`config.mk`:
```
export PLATFORM = sky130hd
export DESIGN_NAME = ctp_timer_pair
export DESIGN_NICKNAME = d
export VERILOG_FILES = /design/src/ctp_pkg.sv /design/src/ctp_timer_pair.sv
export SDC_FILE = /design/constraint.sdc
export NUM_CORES = 1
export LEC_CHECK = 0
export ABC_AREA = 0
export CELL_PAD_IN_SITES_DETAIL_PLACEMENT = 1
export CELL_PAD_IN_SITES_GLOBAL_PLACEMENT = 2
export CORE_AREA = 4 4 174 176
export CTS_BUF_LIST = sky130_fd_sc_hd__clkbuf_4 sky130_fd_sc_hd__clkbuf_8
export DETAILED_ROUTE_END_ITERATION = 16
export DIE_AREA = 0 0 178 180
export DONT_BUFFER_PORTS = 1
export HOLD_SLACK_MARGIN = 0.06
export PLACE_DENSITY_LB_ADDON = 0.05
export SLEW_MARGIN = 20
export SYNTH_ARGS = -nofsm -noshare
export SYNTH_HDL_FRONTEND = slang
export SYNTH_SLANG_ARGS = --single-unit
```
`constraint.sdc`:
```
create_clock -name hclk -period 3.4 [get_ports hclk]
set_input_delay 0.17 -clock hclk [delete_from_list [all_inputs] [get_ports hclk]]
set_output_delay 0.17 -clock hclk [all_outputs]
set_load 0.1 [all_outputs]
```
`src/ctp_pkg.sv`:
```
// package for the cascadable timer pair: register map, fields, reset values
// What this block does
// - pair runs as one 32-bit timer or two independent 16-bit timers
// - arrangements: two 16-bit timers, one 32-bit timer, one 32-bit counter
// - each 16-bit timer counts internal or external clock, gated, prescaled
// - timers keep counting whatever the processor power state
// - cascaded pair flags a match of full 32-bit count against 32-bit period
// - converter trigger only from cascaded pair or its upper timer alone
// - lower timer holds low count word, upper timer the high word
// - when cascaded, upper control register bits are ignored
// - cascaded pair uses lower clock and gate, upper interrupt flag
// - two-bit prescale field divides the timer clock before counting
// - clock source bit and gate bit set clocking and gating modes
// - upper period gives high compare word, lower period the low word
// - live 32-bit count readable as upper and lower count registers
// - timer counts only while run bit 15 of its control is set; cascaded pair uses the lower run bit
package ctp_pkg;
    // register byte offsets
    localparam logic [7:0] CTP_LO_CTRL_OFS  = 8'h00;
    localparam logic [7:0] CTP_UP_CTRL_OFS  = 8'h04;
    localparam logic [7:0] CTP_LO_PER_OFS   = 8'h08;
    localparam logic [7:0] CTP_UP_PER_OFS   = 8'h0C;
    localparam logic [7:0] CTP_LO_CNT_OFS   = 8'h10;
    localparam logic [7:0] CTP_UP_CNT_OFS   = 8'h14;
    localparam logic [7:0] CTP_FLAG_OFS     = 8'h18;
    // control field positions
    localparam int CTP_RUN_BIT   = 15;
    localparam int CTP_GATE_BIT  = 6;
    localparam int CTP_PS_HI     = 5;
    localparam int CTP_PS_LO     = 4;
    localparam int CTP_CASC_BIT  = 3;
    localparam int CTP_CSRC_BIT  = 1;
    // flag register bit positions
    localparam int CTP_FLAG_LO   = 0;
    localparam int CTP_FLAG_UP   = 1;
    // reset values
    localparam logic [15:0] CTP_CTRL_RST = 16'h0000;
    localparam logic [15:0] CTP_PER_RST  = 16'hFFFF;
    localparam logic [15:0] CTP_CNT_RST  = 16'h0000;
    // prescale ratio encodings 1:1, 1:8, 1:64, 1:256 as terminal counts
    localparam logic [7:0] CTP_PS_TC0 = 8'h00;
    localparam logic [7:0] CTP_PS_TC1 = 8'h07;
    localparam logic [7:0] CTP_PS_TC2 = 8'h3F;
    localparam logic [7:0] CTP_PS_TC3 = 8'hFF;
    typedef enum logic [1:0] {CTP_HT_IDLE, CTP_HT_BUSY, CTP_HT_NSEQ, CTP_HT_SEQ} ctp_htrans_t;
endpackage : ctp_pkg

```
`src/ctp_timer_pair.sv`:
```
// cascadable 16/32-bit timer pair with ahb-lite register slave
`timescale 1ns/100ps
module ctp_timer_pair
(
    // clock and reset
    input  wire logic        hclk,
    input  wire logic        hresetn,
    // ahb-lite slave
    input  wire logic        hsel,
    input  wire logic [7:0]  haddr,
    input  wire logic [1:0]  htrans,
    input  wire logic        hwrite,
    input  wire logic [2:0]  hsize,
    input  wire logic [31:0] hwdata,
    input  wire logic        hready,
    output logic [31:0]      hrdata,
    output logic             hreadyout,
    output logic             hresp,
    // external clock and gate pins, lower and upper
    input  wire logic        ext_clk_lo,
    input  wire logic        ext_clk_up,
    input  wire logic        gate_lo,
    input  wire logic        gate_up,
    // event outputs
    output logic             irq_lo,
    output logic             irq_up,
    output logic             adc_trigger
);
    import ctp_pkg::*;

    // bus and register state
    logic        wr_pend, next_wr_pend;
    logic [7:0]  wr_addr, next_wr_addr;
    logic [31:0] rdata, next_rdata;
    logic [15:0] ctrl_lo, next_ctrl_lo, ctrl_up, next_ctrl_up;
    logic [15:0] per_lo, next_per_lo, per_up, next_per_up;
    logic [15:0] cnt_lo, next_cnt_lo, cnt_up, next_cnt_up;
    logic [7:0]  ps_lo, next_ps_lo, ps_up, next_ps_up;
    logic        eclk_lo_q, next_eclk_lo_q, eclk_up_q, next_eclk_up_q;
    logic        gate_lo_q, next_gate_lo_q, gate_up_q, next_gate_up_q;
    logic        flag_lo, next_flag_lo, flag_up, next_flag_up;
    logic        trig, next_trig;

    // prescaler terminal count for a two-bit ratio field
    function automatic logic [7:0] ps_tc(input logic [1:0] sel);
        case (sel)
            2'h0:    ps_tc = CTP_PS_TC0;
            2'h1:    ps_tc = CTP_PS_TC1;
            2'h2:    ps_tc = CTP_PS_TC2;
            default: ps_tc = CTP_PS_TC3;
        endcase
    endfunction : ps_tc

    // raw count pulse: rising external edge, gated level, or every clock
    function automatic logic raw_tick(input logic [15:0] c, input logic ext_now,
                                      input logic ext_q, input logic gt_now,
                                      input logic gt_q);
        if (c[CTP_CSRC_BIT])
            raw_tick = ext_now & ~ext_q;
        else if (c[CTP_GATE_BIT])
            raw_tick = gt_now & gt_q;
        else
            raw_tick = 1'b1;
    endfunction : raw_tick

    logic cascade, run_lo, run_up, raw_lo, raw_up, tick_lo, tick_up;
    logic match_lo, match_up, match32, access;
    // counter and flag values from the timer logic, before any register write
    logic [15:0] hw_cnt_lo, hw_cnt_up;
    logic        hw_flag_lo, hw_flag_up;

    // mode decode and prescaled ticks; no idle/sleep input, so timers always run
    always_comb
    begin
        cascade  = ctrl_lo[CTP_CASC_BIT];
        run_lo   = ctrl_lo[CTP_RUN_BIT];
        run_up   = cascade ? 1'b0 : ctrl_up[CTP_RUN_BIT];
        raw_lo   = raw_tick(ctrl_lo, ext_clk_lo, eclk_lo_q, gate_lo, gate_lo_q);
        raw_up   = raw_tick(ctrl_up, ext_clk_up, eclk_up_q, gate_up, gate_up_q);
        // at or past terminal, so a ratio cut while running cannot stall the count
        tick_lo  = run_lo & raw_lo & (ps_lo >= ps_tc(ctrl_lo[CTP_PS_HI:CTP_PS_LO]));
        tick_up  = run_up & raw_up & (ps_up >= ps_tc(ctrl_up[CTP_PS_HI:CTP_PS_LO]));
        match_lo = cnt_lo == per_lo;
        match_up = cnt_up == per_up;
        match32  = match_lo & match_up;
        access   = hsel & hready & htrans[1];
    end

    // timer next state
    always_comb
    begin
        next_eclk_lo_q = ext_clk_lo;
        next_eclk_up_q = ext_clk_up;
        next_gate_lo_q = gate_lo;
        next_gate_up_q = gate_up;
        next_ps_lo = ps_lo;
        next_ps_up = ps_up;
        hw_cnt_lo = cnt_lo;
        hw_cnt_up = cnt_up;
        hw_flag_lo = flag_lo;
        hw_flag_up = flag_up;
        next_trig = 1'b0;
        // prescaler advances on raw ticks while running
        if (run_lo && raw_lo)
            next_ps_lo = tick_lo ? 8'h00 : ps_lo + 8'h01;
        if (run_up && raw_up)
            next_ps_up = tick_up ? 8'h00 : ps_up + 8'h01;
        // a stopped timer restarts its prescaler, so no stale phase carries over
        if (!run_lo)
            next_ps_lo = 8'h00;
        if (!run_up)
            next_ps_up = 8'h00;
        if (cascade)
        begin
            if (tick_lo)
            begin
                if (match32)
                begin
                    hw_cnt_lo = 16'h0000;
                    hw_cnt_up = 16'h0000;
                    hw_flag_up = 1'b1;
                    next_trig = 1'b1;
                end
                else
                begin
                    hw_cnt_lo = cnt_lo + 16'h0001;
                    if (cnt_lo == 16'hFFFF)
                        hw_cnt_up = cnt_up + 16'h0001;
                end
            end
        end
        else
        begin
            if (tick_lo)
            begin
                hw_cnt_lo = match_lo ? 16'h0000 : cnt_lo + 16'h0001;
                if (match_lo)
                    hw_flag_lo = 1'b1;
            end
            if (tick_up)
            begin
                hw_cnt_up = match_up ? 16'h0000 : cnt_up + 16'h0001;
                if (match_up)
                begin
                    hw_flag_up = 1'b1;
                    next_trig = 1'b1;
                end
            end
        end
    end

    // register file next state; writes land in the data phase
    always_comb
    begin
        next_wr_pend = access & hwrite;
        next_wr_addr = access ? haddr : wr_addr;
        next_rdata   = rdata;
        next_cnt_lo  = hw_cnt_lo;
        next_cnt_up  = hw_cnt_up;
        next_flag_lo = hw_flag_lo;
        next_flag_up = hw_flag_up;
        next_ctrl_lo = ctrl_lo;
        next_ctrl_up = ctrl_up;
        next_per_lo  = per_lo;
        next_per_up  = per_up;
        if (access && !hwrite)
        begin
            case (haddr)
                CTP_LO_CTRL_OFS: next_rdata = {16'h0000, ctrl_lo};
                CTP_UP_CTRL_OFS: next_rdata = {16'h0000, ctrl_up};
                CTP_LO_PER_OFS:  next_rdata = {16'h0000, per_lo};
                CTP_UP_PER_OFS:  next_rdata = {16'h0000, per_up};
                CTP_LO_CNT_OFS:  next_rdata = {16'h0000, cnt_lo};
                CTP_UP_CNT_OFS:  next_rdata = {16'h0000, cnt_up};
                CTP_FLAG_OFS:    next_rdata = {30'h0, flag_up, flag_lo};
                default:         next_rdata = 32'h0000_0000;
            endcase
        end
        if (wr_pend)
        begin
            case (wr_addr)
                CTP_LO_CTRL_OFS: next_ctrl_lo = hwdata[15:0];
                CTP_UP_CTRL_OFS: next_ctrl_up = hwdata[15:0];
                CTP_LO_PER_OFS:  next_per_lo = hwdata[15:0];
                CTP_UP_PER_OFS:  next_per_up = hwdata[15:0];
                CTP_LO_CNT_OFS:  next_cnt_lo = hwdata[15:0];
                CTP_UP_CNT_OFS:  next_cnt_up = hwdata[15:0];
                // write one to clear; a same-cycle hardware set wins only if the flag was clear
                CTP_FLAG_OFS:
                begin
                    if (hwdata[CTP_FLAG_LO] && !(hw_flag_lo && !flag_lo))
                        next_flag_lo = 1'b0;
                    if (hwdata[CTP_FLAG_UP] && !(hw_flag_up && !flag_up))
                        next_flag_up = 1'b0;
                end
                default: ;
            endcase
        end
    end

    // all state registers
    always_ff @(posedge hclk or negedge hresetn)
    begin
        if (!hresetn)
        begin
            wr_pend   <= 1'b0;
            wr_addr   <= 8'h00;
            rdata     <= 32'h0000_0000;
            ctrl_lo   <= CTP_CTRL_RST;
            ctrl_up   <= CTP_CTRL_RST;
            per_lo    <= CTP_PER_RST;
            per_up    <= CTP_PER_RST;
            cnt_lo    <= CTP_CNT_RST;
            cnt_up    <= CTP_CNT_RST;
            ps_lo     <= 8'h00;
            ps_up     <= 8'h00;
            eclk_lo_q <= 1'b0;
            eclk_up_q <= 1'b0;
            gate_lo_q <= 1'b0;
            gate_up_q <= 1'b0;
            flag_lo   <= 1'b0;
            flag_up   <= 1'b0;
            trig      <= 1'b0;
        end
        else
        begin
            wr_pend   <= next_wr_pend;
            wr_addr   <= next_wr_addr;
            rdata     <= next_rdata;
            ctrl_lo   <= next_ctrl_lo;
            ctrl_up   <= next_ctrl_up;
            per_lo    <= next_per_lo;
            per_up    <= next_per_up;
            cnt_lo    <= next_cnt_lo;
            cnt_up    <= next_cnt_up;
            ps_lo     <= next_ps_lo;
            ps_up     <= next_ps_up;
            eclk_lo_q <= next_eclk_lo_q;
            eclk_up_q <= next_eclk_up_q;
            gate_lo_q <= next_gate_lo_q;
            gate_up_q <= next_gate_up_q;
            flag_lo   <= next_flag_lo;
            flag_up   <= next_flag_up;
            trig      <= next_trig;
        end
    end

    // outputs straight from flip-flops, hreadyout and hresp tied off; zero wait, always okay
    always_comb
    begin
        hrdata      = rdata;
        hreadyout   = 1'b1;
        hresp       = 1'b0;
        irq_lo      = flag_lo;
        irq_up      = flag_up;
        adc_trigger = trig;
    end

    // checks
    casc_wrap_a : assert property (@(posedge hclk) disable iff (!hresetn)
        cascade && tick_lo && cnt_lo == 16'hFFFF && !match32 |=> cnt_up == $past(cnt_up) + 16'h0001)
        else $error("upper word missed carry");
    casc_hold_a : assert property (@(posedge hclk) disable iff (!hresetn)
        cascade && !(tick_lo && (cnt_lo == 16'hFFFF || match32)) && !wr_pend
        |=> $stable(cnt_up))
        else $error("upper word moved without carry");
    match_flag_a : assert property (@(posedge hclk) disable iff (!hresetn)
        cascade && tick_lo && match32 |=> flag_up && cnt_lo == 16'h0000 && cnt_up == 16'h0000)
        else $error("32-bit match not handled");
    casc_noflag_a : assert property (@(posedge hclk) disable iff (!hresetn)
        cascade && !flag_lo && !wr_pend |=> !flag_lo)
        else $error("lower flag set in cascade");
    trig_src_a : assert property (@(posedge hclk) disable iff (!hresetn)
        adc_trigger |-> flag_up)
        else $error("trigger without upper match");
    run_stop_a : assert property (@(posedge hclk) disable iff (!hresetn)
        !run_lo && !wr_pend |=> $stable(cnt_lo))
        else $error("lower count moved while stopped");
    wrap16_a : assert property (@(posedge hclk) disable iff (!hresetn)
        !cascade && tick_lo && match_lo |=> cnt_lo == 16'h0000 && flag_lo)
        else $error("16-bit wrap wrong");
    prescale_a : assert property (@(posedge hclk) disable iff (!hresetn)
        run_lo && raw_lo && !tick_lo |=> ps_lo == $past(ps_lo) + 8'h01)
        else $error("prescaler did not advance");
    cnt_read_a : assert property (@(posedge hclk) disable iff (!hresetn)
        access && !hwrite && haddr == CTP_UP_CNT_OFS |=> hrdata == {16'h0000, $past(cnt_up)})
        else $error("count read wrong");
endmodule : ctp_timer_pair

```
Word level (Yosys, flattened, before mapping)
Index checks and enable logic that the tools add are counted.
Storage, ports and cells
  register bits after elaboration: 160
  input port bits: 54
  output and inout port bits: 37
Cells by class
  $add $sub $neg: 4
  magnitude comparators: 2
  eq/ne operators: 21
  mux-type cells: 48
  bitwise gates (word level): 14
  reduce and logical (&&, ||, !) cells: 20
Operators with widths (count)
  two-way mux 16 bit: 15
  one-hot mux 16 bit (7 select lines): 1
  == test 8 x 5 -> 1 bit, second input constant: 6
  two-way mux 8 bit: 6
  one-hot mux 8 bit (3 select lines): 2
  adder 16 x 1 -> 16 bit, second input constant: 2
  == test 16 bit: 2
  == test 8 x 4 -> 1 bit, second input constant: 4
  two-way mux 1 bit: 24
  adder 8 x 1 -> 8 bit, second input constant: 2
  == test 16 bit, second input constant: 1
  == test 8 x 3 -> 1 bit, second input constant: 2
  greater-or-equal comparator 8 bit: 2
  logical NOT 8 bit: 2
  bitwise AND 1 bit: 12
  AND reduction 2 bit: 4
  logical AND 1 bit: 7
  logical NOT 1 bit: 5
  == test 2 x 1 -> 1 bit, second input constant: 2
  == test 2 bit, second input constant: 2
  logical NOT 2 bit: 2
  != test 2 x 1 -> 1 bit, second input constant: 2
  NOT 1 bit: 2

Logic depth before layout (Yosys ltp)
Gate-level depths: netlist (run 1).
  word-level depth: 13
  gate-level depth with buffers: 10

Least setup slack after synthesis (run 1)
Ideal clock, no wire load.
  path type: register to register
  from: reg ctrl_lo[5]
  to: reg cnt_up[14]
  library setup time: 0.134 ns
  arrival: 2.457 ns
  required time: 3.266 ns
  slack: 0.808 ns
  stages on the path, launching flop included: 11
  path buffers: 1
  clock period less this slack: 2.592 ns
  path through: dfrtp_1 or2_2 ha_1 nand2b_1 nand3_1 a211o_4 buf_6 a2111oi_2 xor2_1 a221oi_1 a21oi_1
Between the ends
  longest elaborated chain between the ends: 8
  elaborated cells on any way between the ends: 10
  classes of those cells: order compare: 1; eq/ne: 2; mux: 5; bitwise: 1; reduce/logical: 1
Ends and longest elaborated chain
  start: declaration: RTL line ctp_timer_pair.sv:35  | logic [15:0] ctrl_lo, next_ctrl_lo, ctrl_up, next_ctrl_up;
  start signal: assignment: RTL line ctp_timer_pair.sv:230  | ctrl_lo <= next_ctrl_lo;
  == test 2 bit (tied with other cells): RTL line ctp_timer_pair.sv:46  | case (sel)
  one-hot mux 8 bit (3 select lines) (*): RTL line ctp_timer_pair.sv:46
  greater-or-equal comparator 8 bit (*): RTL line ctp_timer_pair.sv:81  | tick_lo = run_lo & raw_lo & (ps_lo >= ps_tc(ctrl_lo[CTP_PS_HI:CTP_PS_LO]));
  bitwise AND 1 bit (*): RTL line ctp_timer_pair.sv:81
  two-way mux 16 bit (*): RTL line ctp_timer_pair.sv:115  | if (tick_lo)
  two-way mux 16 bit (*): RTL line ctp_timer_pair.sv:113  | if (cascade)
  two-way mux 16 bit: RTL line ctp_timer_pair.sv:181  | case (wr_addr)
  two-way mux 16 bit (*): RTL line ctp_timer_pair.sv:179  | if (wr_pend)
  net next_cnt_up[14]: RTL line ctp_timer_pair.sv:37  | logic [15:0] cnt_lo, next_cnt_lo, cnt_up, next_cnt_up;
  end signal: assignment: RTL line ctp_timer_pair.sv:235  | cnt_up <= next_cnt_up;
  end: declaration: RTL line ctp_timer_pair.sv:37
The timed path passes the listed nets; every way through them passes the cells marked *.
A chain may end at the register's enable or synchronous reset.

Worst setup path after layout (run 1)
  from: reg ctrl_lo[5]
  to: reg cnt_up[10]
The elaborated chain is that of the path after synthesis.

==> results.toml, run 1 <==
[outcome]
status = "completed"

[critical_path]
startpoint_type = "flip-flop"
cp_max_fo = 10
reg2reg_from = "ctrl_lo[5]"
worstPathRequired_ns = 3.73
r2r-end = "cnt_up[10]"
rrSetupSlack_ns = 0.26
critPathKind = "flip-flop to flip-flop"
end_kind = "flip-flop"
max_stage_delay_ns = 0.50
worstRegToRegCells = 9
crit_slowest_cell = "dfrtp_1"
arrival_ns = 3.47
path_cells = "or2_2 > ha_1 > nand2b_1 > nand3_1 > a211o_4 > a21oi_2 > a31oi_2 > a221oi_1 > a21oi_1"

[drt]
firstDrtPassIters = 4
viasPerCell = 5.379
wire_per_inst_um = 23.85
top_layer_used = "met5"
route.met2.wl_um = 14850
wl_um = 31620
ant_nets = 0
vias = 7133
wl_met1_um = 15380
dr.first_iter.drc_count = 310
met3_length_um = 1031
remaining_drc_errors = 0

[sta]
finalHoldViolCount = 0
fmax_mhz = 318.3
fin_crit_ns = 3.142
setup_ws_ns = 0.2585
finClkSkew_ns = 0.02481
period_share_pct = 92.40
final_max_slew_viol_count = 0
fin_tns_setup_ns = 0
slew_headroom_pct = 30.79
grt_setup_unrepaired = "false"
worst_pin_slew_ns = 1.032
finalSetupViolations = 0

[yosys]
async_flop_share_pct = 100.0
syn-mean-instance-area_um2 = 9.762
synth_edf_count = 0
synth_seq_cells = 144
ys_seq_area_share_pct = 41.33
synthCells = 903
ys_types = 78
yosysWarnings = 0
syn-cell-area_um2 = 8815
yosys_most_used_dff = "dfrtp_1"

[floorplan]
num_rows = 62
coreArea_um2 = 28630
start_util_pct = 30.79
ios = 91
die_h_um = 180
die-area_um2 = 32040
die_w_um = 178

[power]
power_w = 0.005029
leakagePower_nw = 4.133
power_density_nw_per_um2 = 505.7
ir_drop_mv = 0.2049

[finish]
nNetsFinal = 996
final_common_cell = "dfrtp_1"
mostFrequentLayoutCells = "dfrtp_1, nand2_1, o21ai_0, mux2_2, nor2_1"
syn_to_final_growth_pct = 12.82
fin_area_um2 = 9945
fin_util_pct = 34.74
drive_gt1_share_pct = 22.32

[placement]
dp_hpwl_um = 22050
io_buffer_count = 0
globalplace.congestion = 0.8053
place_area_um2 = 9186
place_worst_setup_slack_ns = 0.2036

[global_routing]
grt_pass1_vias = 7515
grt_pass1_wl_um = 48310
grt-ovfl-total = 0
track_usage_pct = 19.75
antenna_found_initial = 2
grt_max_degree = 145

[clock_network]
postCtsSetupBuffers = 0
cts_tree = "built"
cts_buffers = 17
clk_pin_slew_worst_paths_ns = 0.10
cts_root_buffer = "clkbuf_8"
htreeDepth = 4
clock-sinks = 144
clockBufferDepth = 2
clk_latency_ns = 0.46

[run]
cap_violations = 0

[hold_path]
hp-start = "haddr[3]"
hp-class = "input pin to flip-flop"
whs_endpoint = "hrdata[13]"
hold_depth = 3
[flip-flops by register name (all words and copies together), names as in the netlist, 8 cells and up]
register / count
cnt_lo: 16
ctrl_lo: 16
hrdata: 16
cnt_up: 16
ctrl_up: 16
ps_up: 8
per_lo: 16
per_up: 16
wr_addr: 8
ps_lo: 8
[per-stage QoR]
stage / instances / hold WS (ns)
after floorplan: 919 / -0.1256
after global placement: 1261 / -0.1195
after detailed placement: 1261 / -0.1183
after CTS: 1322 / -0.6398
after global routing: 1325 / 0.07251
final: 1326 / 0.08394
[report_power, final]
part	total, W	switching, W	internal, W
Clock	0.00147	0.000841	0.000631
Combinational	0.00131	0.000791	0.000523
Sequential	0.00224	0.000312	0.00193
[critical path: cells and delay by family, from the launching register on]
kind / cells / cell delay (ns)
and+or+nand+nor: 3 / 0.51
DFF: 1 / 0.50
AOI/OAI and AO/OA: 5 / 1.71
adders and majority gates: 1 / 0.27
[cell usage after synthesis, types with 16 or more instances]
cell | count | area share [%]
a21oi_1 | 21 | 1.2
nor2_1 | 47 | 2.0
buf_4 | 20 | 1.7
o21ai_0 | 81 | 4.6
mux2i_1 | 19 | 2.2
nand4_1 | 18 | 1.3
xor2_1 | 31 | 3.1
xnor2_1 | 16 | 1.6
nand2_1 | 110 | 4.7
buf_2 | 17 | 0.97
and3_1 | 17 | 1.2
dfstp_2 | 32 | 9.5
clkbuf_1 | 30 | 1.3
mux2_2 | 68 | 8.7
a22oi_1 | 27 | 2.3
nor3_1 | 20 | 1.1
inv_1 | 18 | 0.77
dfrtp_1 | 112 | 32
nand3_1 | 21 | 1.2
a31oi_1 | 18 | 1.3
[layer usage]
metal / global-route usage [%] / vias to the layer above
met5: 0 / -
met4: 3.775 / 2
met3: 3.361 / 21
met2: 31.39 / 95
met1: 28.43 / 3676
li1: - / 3339
[area by class of cell]
type,count,area (µm²)
inverters,18,67.56
flip-flops and latches,144,3643
repair buffers,68,608.1
multi-input cells,679,4731
diodes,1,2.502
fillers,3201,18680
clock inverters,14,170.2
clock buffers,18,241.5
well taps,384,480.5
[timing repair]
action | CTS | global route
endpoints found under the setup margin | 0 | 1
endpoints found under the hold margin | 268 | 145
resized for setup | 0 | 1
hold buffers | 29 | 3
[how the worst max path moves through the flow]
stage,from,endpoint,slack (ns),cells past startpoint
after floorplan,ctrl_lo[5],cnt_up[14],0.81,10
after global placement,ctrl_lo[5],cnt_up[8],0.21,9
after detailed placement,ctrl_lo[5],cnt_up[8],0.20,9
after CTS,ctrl_lo[5],cnt_up[8],0.16,9
after global routing,ctrl_lo[5],cnt_up[0],0.01,10
final,ctrl_lo[5],cnt_up[10],0.26,9
[kinds of logic after synthesis]
family	Yosys count	synth area share [%]
AOI/OAI and AO/OA	225	18.71
adders and majority gates	14	1.987
xor gates and xnor gates	47	4.670
other	2	0.08520
and+or+nand+nor	288	16.45
buffers and inverters	96	5.919
muxes	87	10.84
DFF	144	41.33
No activity file was read; power rests on OpenSTA's default activity.
==> inputs of run 2 (changes only) <==
==> constraint.sdc (replaced) <==
create_clock -name hclk -period 3.4 [get_ports hclk]
set_input_delay 1.02 -clock hclk [delete_from_list [all_inputs] [get_ports hclk]]
set_output_delay 1.02 -clock hclk [all_outputs]
set_load 0.1 [all_outputs]
==> results.toml, run 2 (synthesis gave the netlist of run 1 again) <==
[finish]
mostFrequentLayoutCells = "dfrtp_1, nand2_1, o21ai_0, mux2_2, nor2_1"
multi_input_area_um2 = 4725
nNetsFinal = 968
seq_area_um2 = 3643
fillers = 3248
fin_util_pct = 33.69
diodes = 0
drive_gt1_share_pct = 23.22
final_common_cell = "dfrtp_1"
syn_to_final_growth_pct = 9.411

[sta]
fmax_mhz = 307.4
whs_ns = 0.2293
slew_headroom_pct = 34.48
grt_setup_unrepaired = "false"
finalSetupViolations = 0
setup_ws_ns = 0.1473
final_max_slew_viol_count = 0
finClkSkew_ns = 0.02665
fin_tns_setup_ns = 0
fin_crit_ns = 3.253
period_share_pct = 95.67
worst_pin_slew_ns = 0.9797
finalHoldViolCount = 0

[placement]
place_worst_setup_slack_ns = 0.1641
io_buffer_count = 0
dp_hpwl_um = 22190
globalplace.congestion = 0.8053

[drt]
firstDrtPassIters = 4
remaining_drc_errors = 0
dr.first_iter.drc_count = 373
viasPerCell = 5.415
vias = 7023
wl_um = 31320
ant_nets = 0
wire_per_inst_um = 24.15

[critical_path]
path_buf_inv = 0
path_cells = "or2_2 > ha_1 > nand2b_1 > nand3_1 > a211o_4 > a21oi_2 > a31oi_2 > a221oi_1 > a21oi_1"
critPathKind = "flip-flop to flip-flop"
end_kind = "flip-flop"
worstPathRequired_ns = 3.73
crit_slowest_cell = "a221oi_1"
crit_family = "compound AO/OA/AOI/OAI gates"
startpoint_type = "flip-flop"
arrival_ns = 3.58
max_stage_delay_ns = 0.54
cp_max_fo = 16

[global_routing]
met1_usage_pct = 27.63
grt-ovfl-total = 0
grtUsageMet2_pct = 31.22
met3_usage_pct = 2.920
busiest_layer = "met2"
track_usage_pct = 19.75
grt_pass1_vias = 7639
grt_max_degree = 145
antenna_found_initial = 1
grt_pass1_wl_um = 48460

[clock_network]
postCtsSetupBuffers = 0
ctsHoldBuffers = 0
clk_latency_ns = 0.47
cts_buffers = 17
cts_tree = "built"
cts_root_buffer = "clkbuf_8"
cts_resized = 0
clk_pin_slew_worst_paths_ns = 0.12
clock-sinks = 144
clockBufferDepth = 2
htreeDepth = 4

[outcome]
status = "completed"

[floorplan]
die_h_um = 180
die-area_um2 = 32040
ios = 91
start_util_pct = 30.79
coreArea_um2 = 28630
die_w_um = 178
num_rows = 62

[power]
p_sw_w = 0.001884
leakagePower_nw = 4.013
share_clk_of_total_power_pct = 30.3
power_density_nw_per_um2 = 512.0
seqPwrFrac_pct = 46.1
internal-power_w = 0.003054
swShare_pct = 38.15
power_frac_comb_pct = 23.6
ir_drop_mv = 0.1966

[hold_path]
hp-class = "input pin to async pin"

[run]
cap_violations = 0
==> run 2: cell types whose count changed in the layout (fill, tap and decap cells not counted), sizes merged <==
cell,previous run,this run
diode,1,0
dlygate4sd3,31,0
clkbuf,18,17
buf,37,40
inv,25,28
clkinv,5,3
==> run 2: cell type report <==
cell class,count,area share (%)
repair buffers,40,3.243
clock inverters,15,1.881
flip-flops and latches,144,37.78
multi-input cells,679,48.99
clock buffers,17,2.426
inverters,18,0.7006
well taps,384,4.982
==> run 2: power groups by stage <==
| stage | Clock (W) | Sequential (W) | Combinational, W |
|---|---|---|---|
| finish | 0.00150 | 0.00228 | 0.00116 |
| detailed placement | 0 | 0.00230 | 0.00117 |
| CTS | 0.00156 | 0.00228 | 0.00117 |
| global placement | 0 | 0.00229 | 0.00114 |
| floorplan | 0 | 0.00216 | 0.000910 |
| global route | 0.00162 | 0.00231 | 0.00128 |
==> run 2: through the flow <==
stage	power, W	std cells	instance area [µm²]
final	0.004938	1297	9644
after detailed placement	0.003469	1265	9229
after CTS	0.005005	1297	9644
after floorplan	0.003073	919	8875
after global routing	0.005212	1297	9644
after global placement	0.003433	1265	9229
==> run 2: path summary, 6_finish.rpt <==
check	from	slack (ns)	endpoint	depth (start not counted)
max	ctrl_lo[5]	0.15	cnt_up[10]	9
min	hresetn	0.23	ps_up[6]	0
max reg2reg	ctrl_lo[5]	0.15	cnt_up[10]	9
min reg2reg	ctrl_up[14]	0.50	ctrl_up[14]	2
max in group asynchronous	hresetn	2.88	per_up[9]	0
min in group hclk	ctrl_up[14]	0.50	ctrl_up[14]	2
==> run 2: per-layer routing <==
| layer | up-vias | share of wire [%] |
|---|---|---|
| li1 | 3262 | - |
| met1 | 3615 | 47 |
| met2 | 112 | 47 |
| met3 | 34 | 3.2 |
| met4 | 0 | 2.7 |
| met5 | - | 0 |
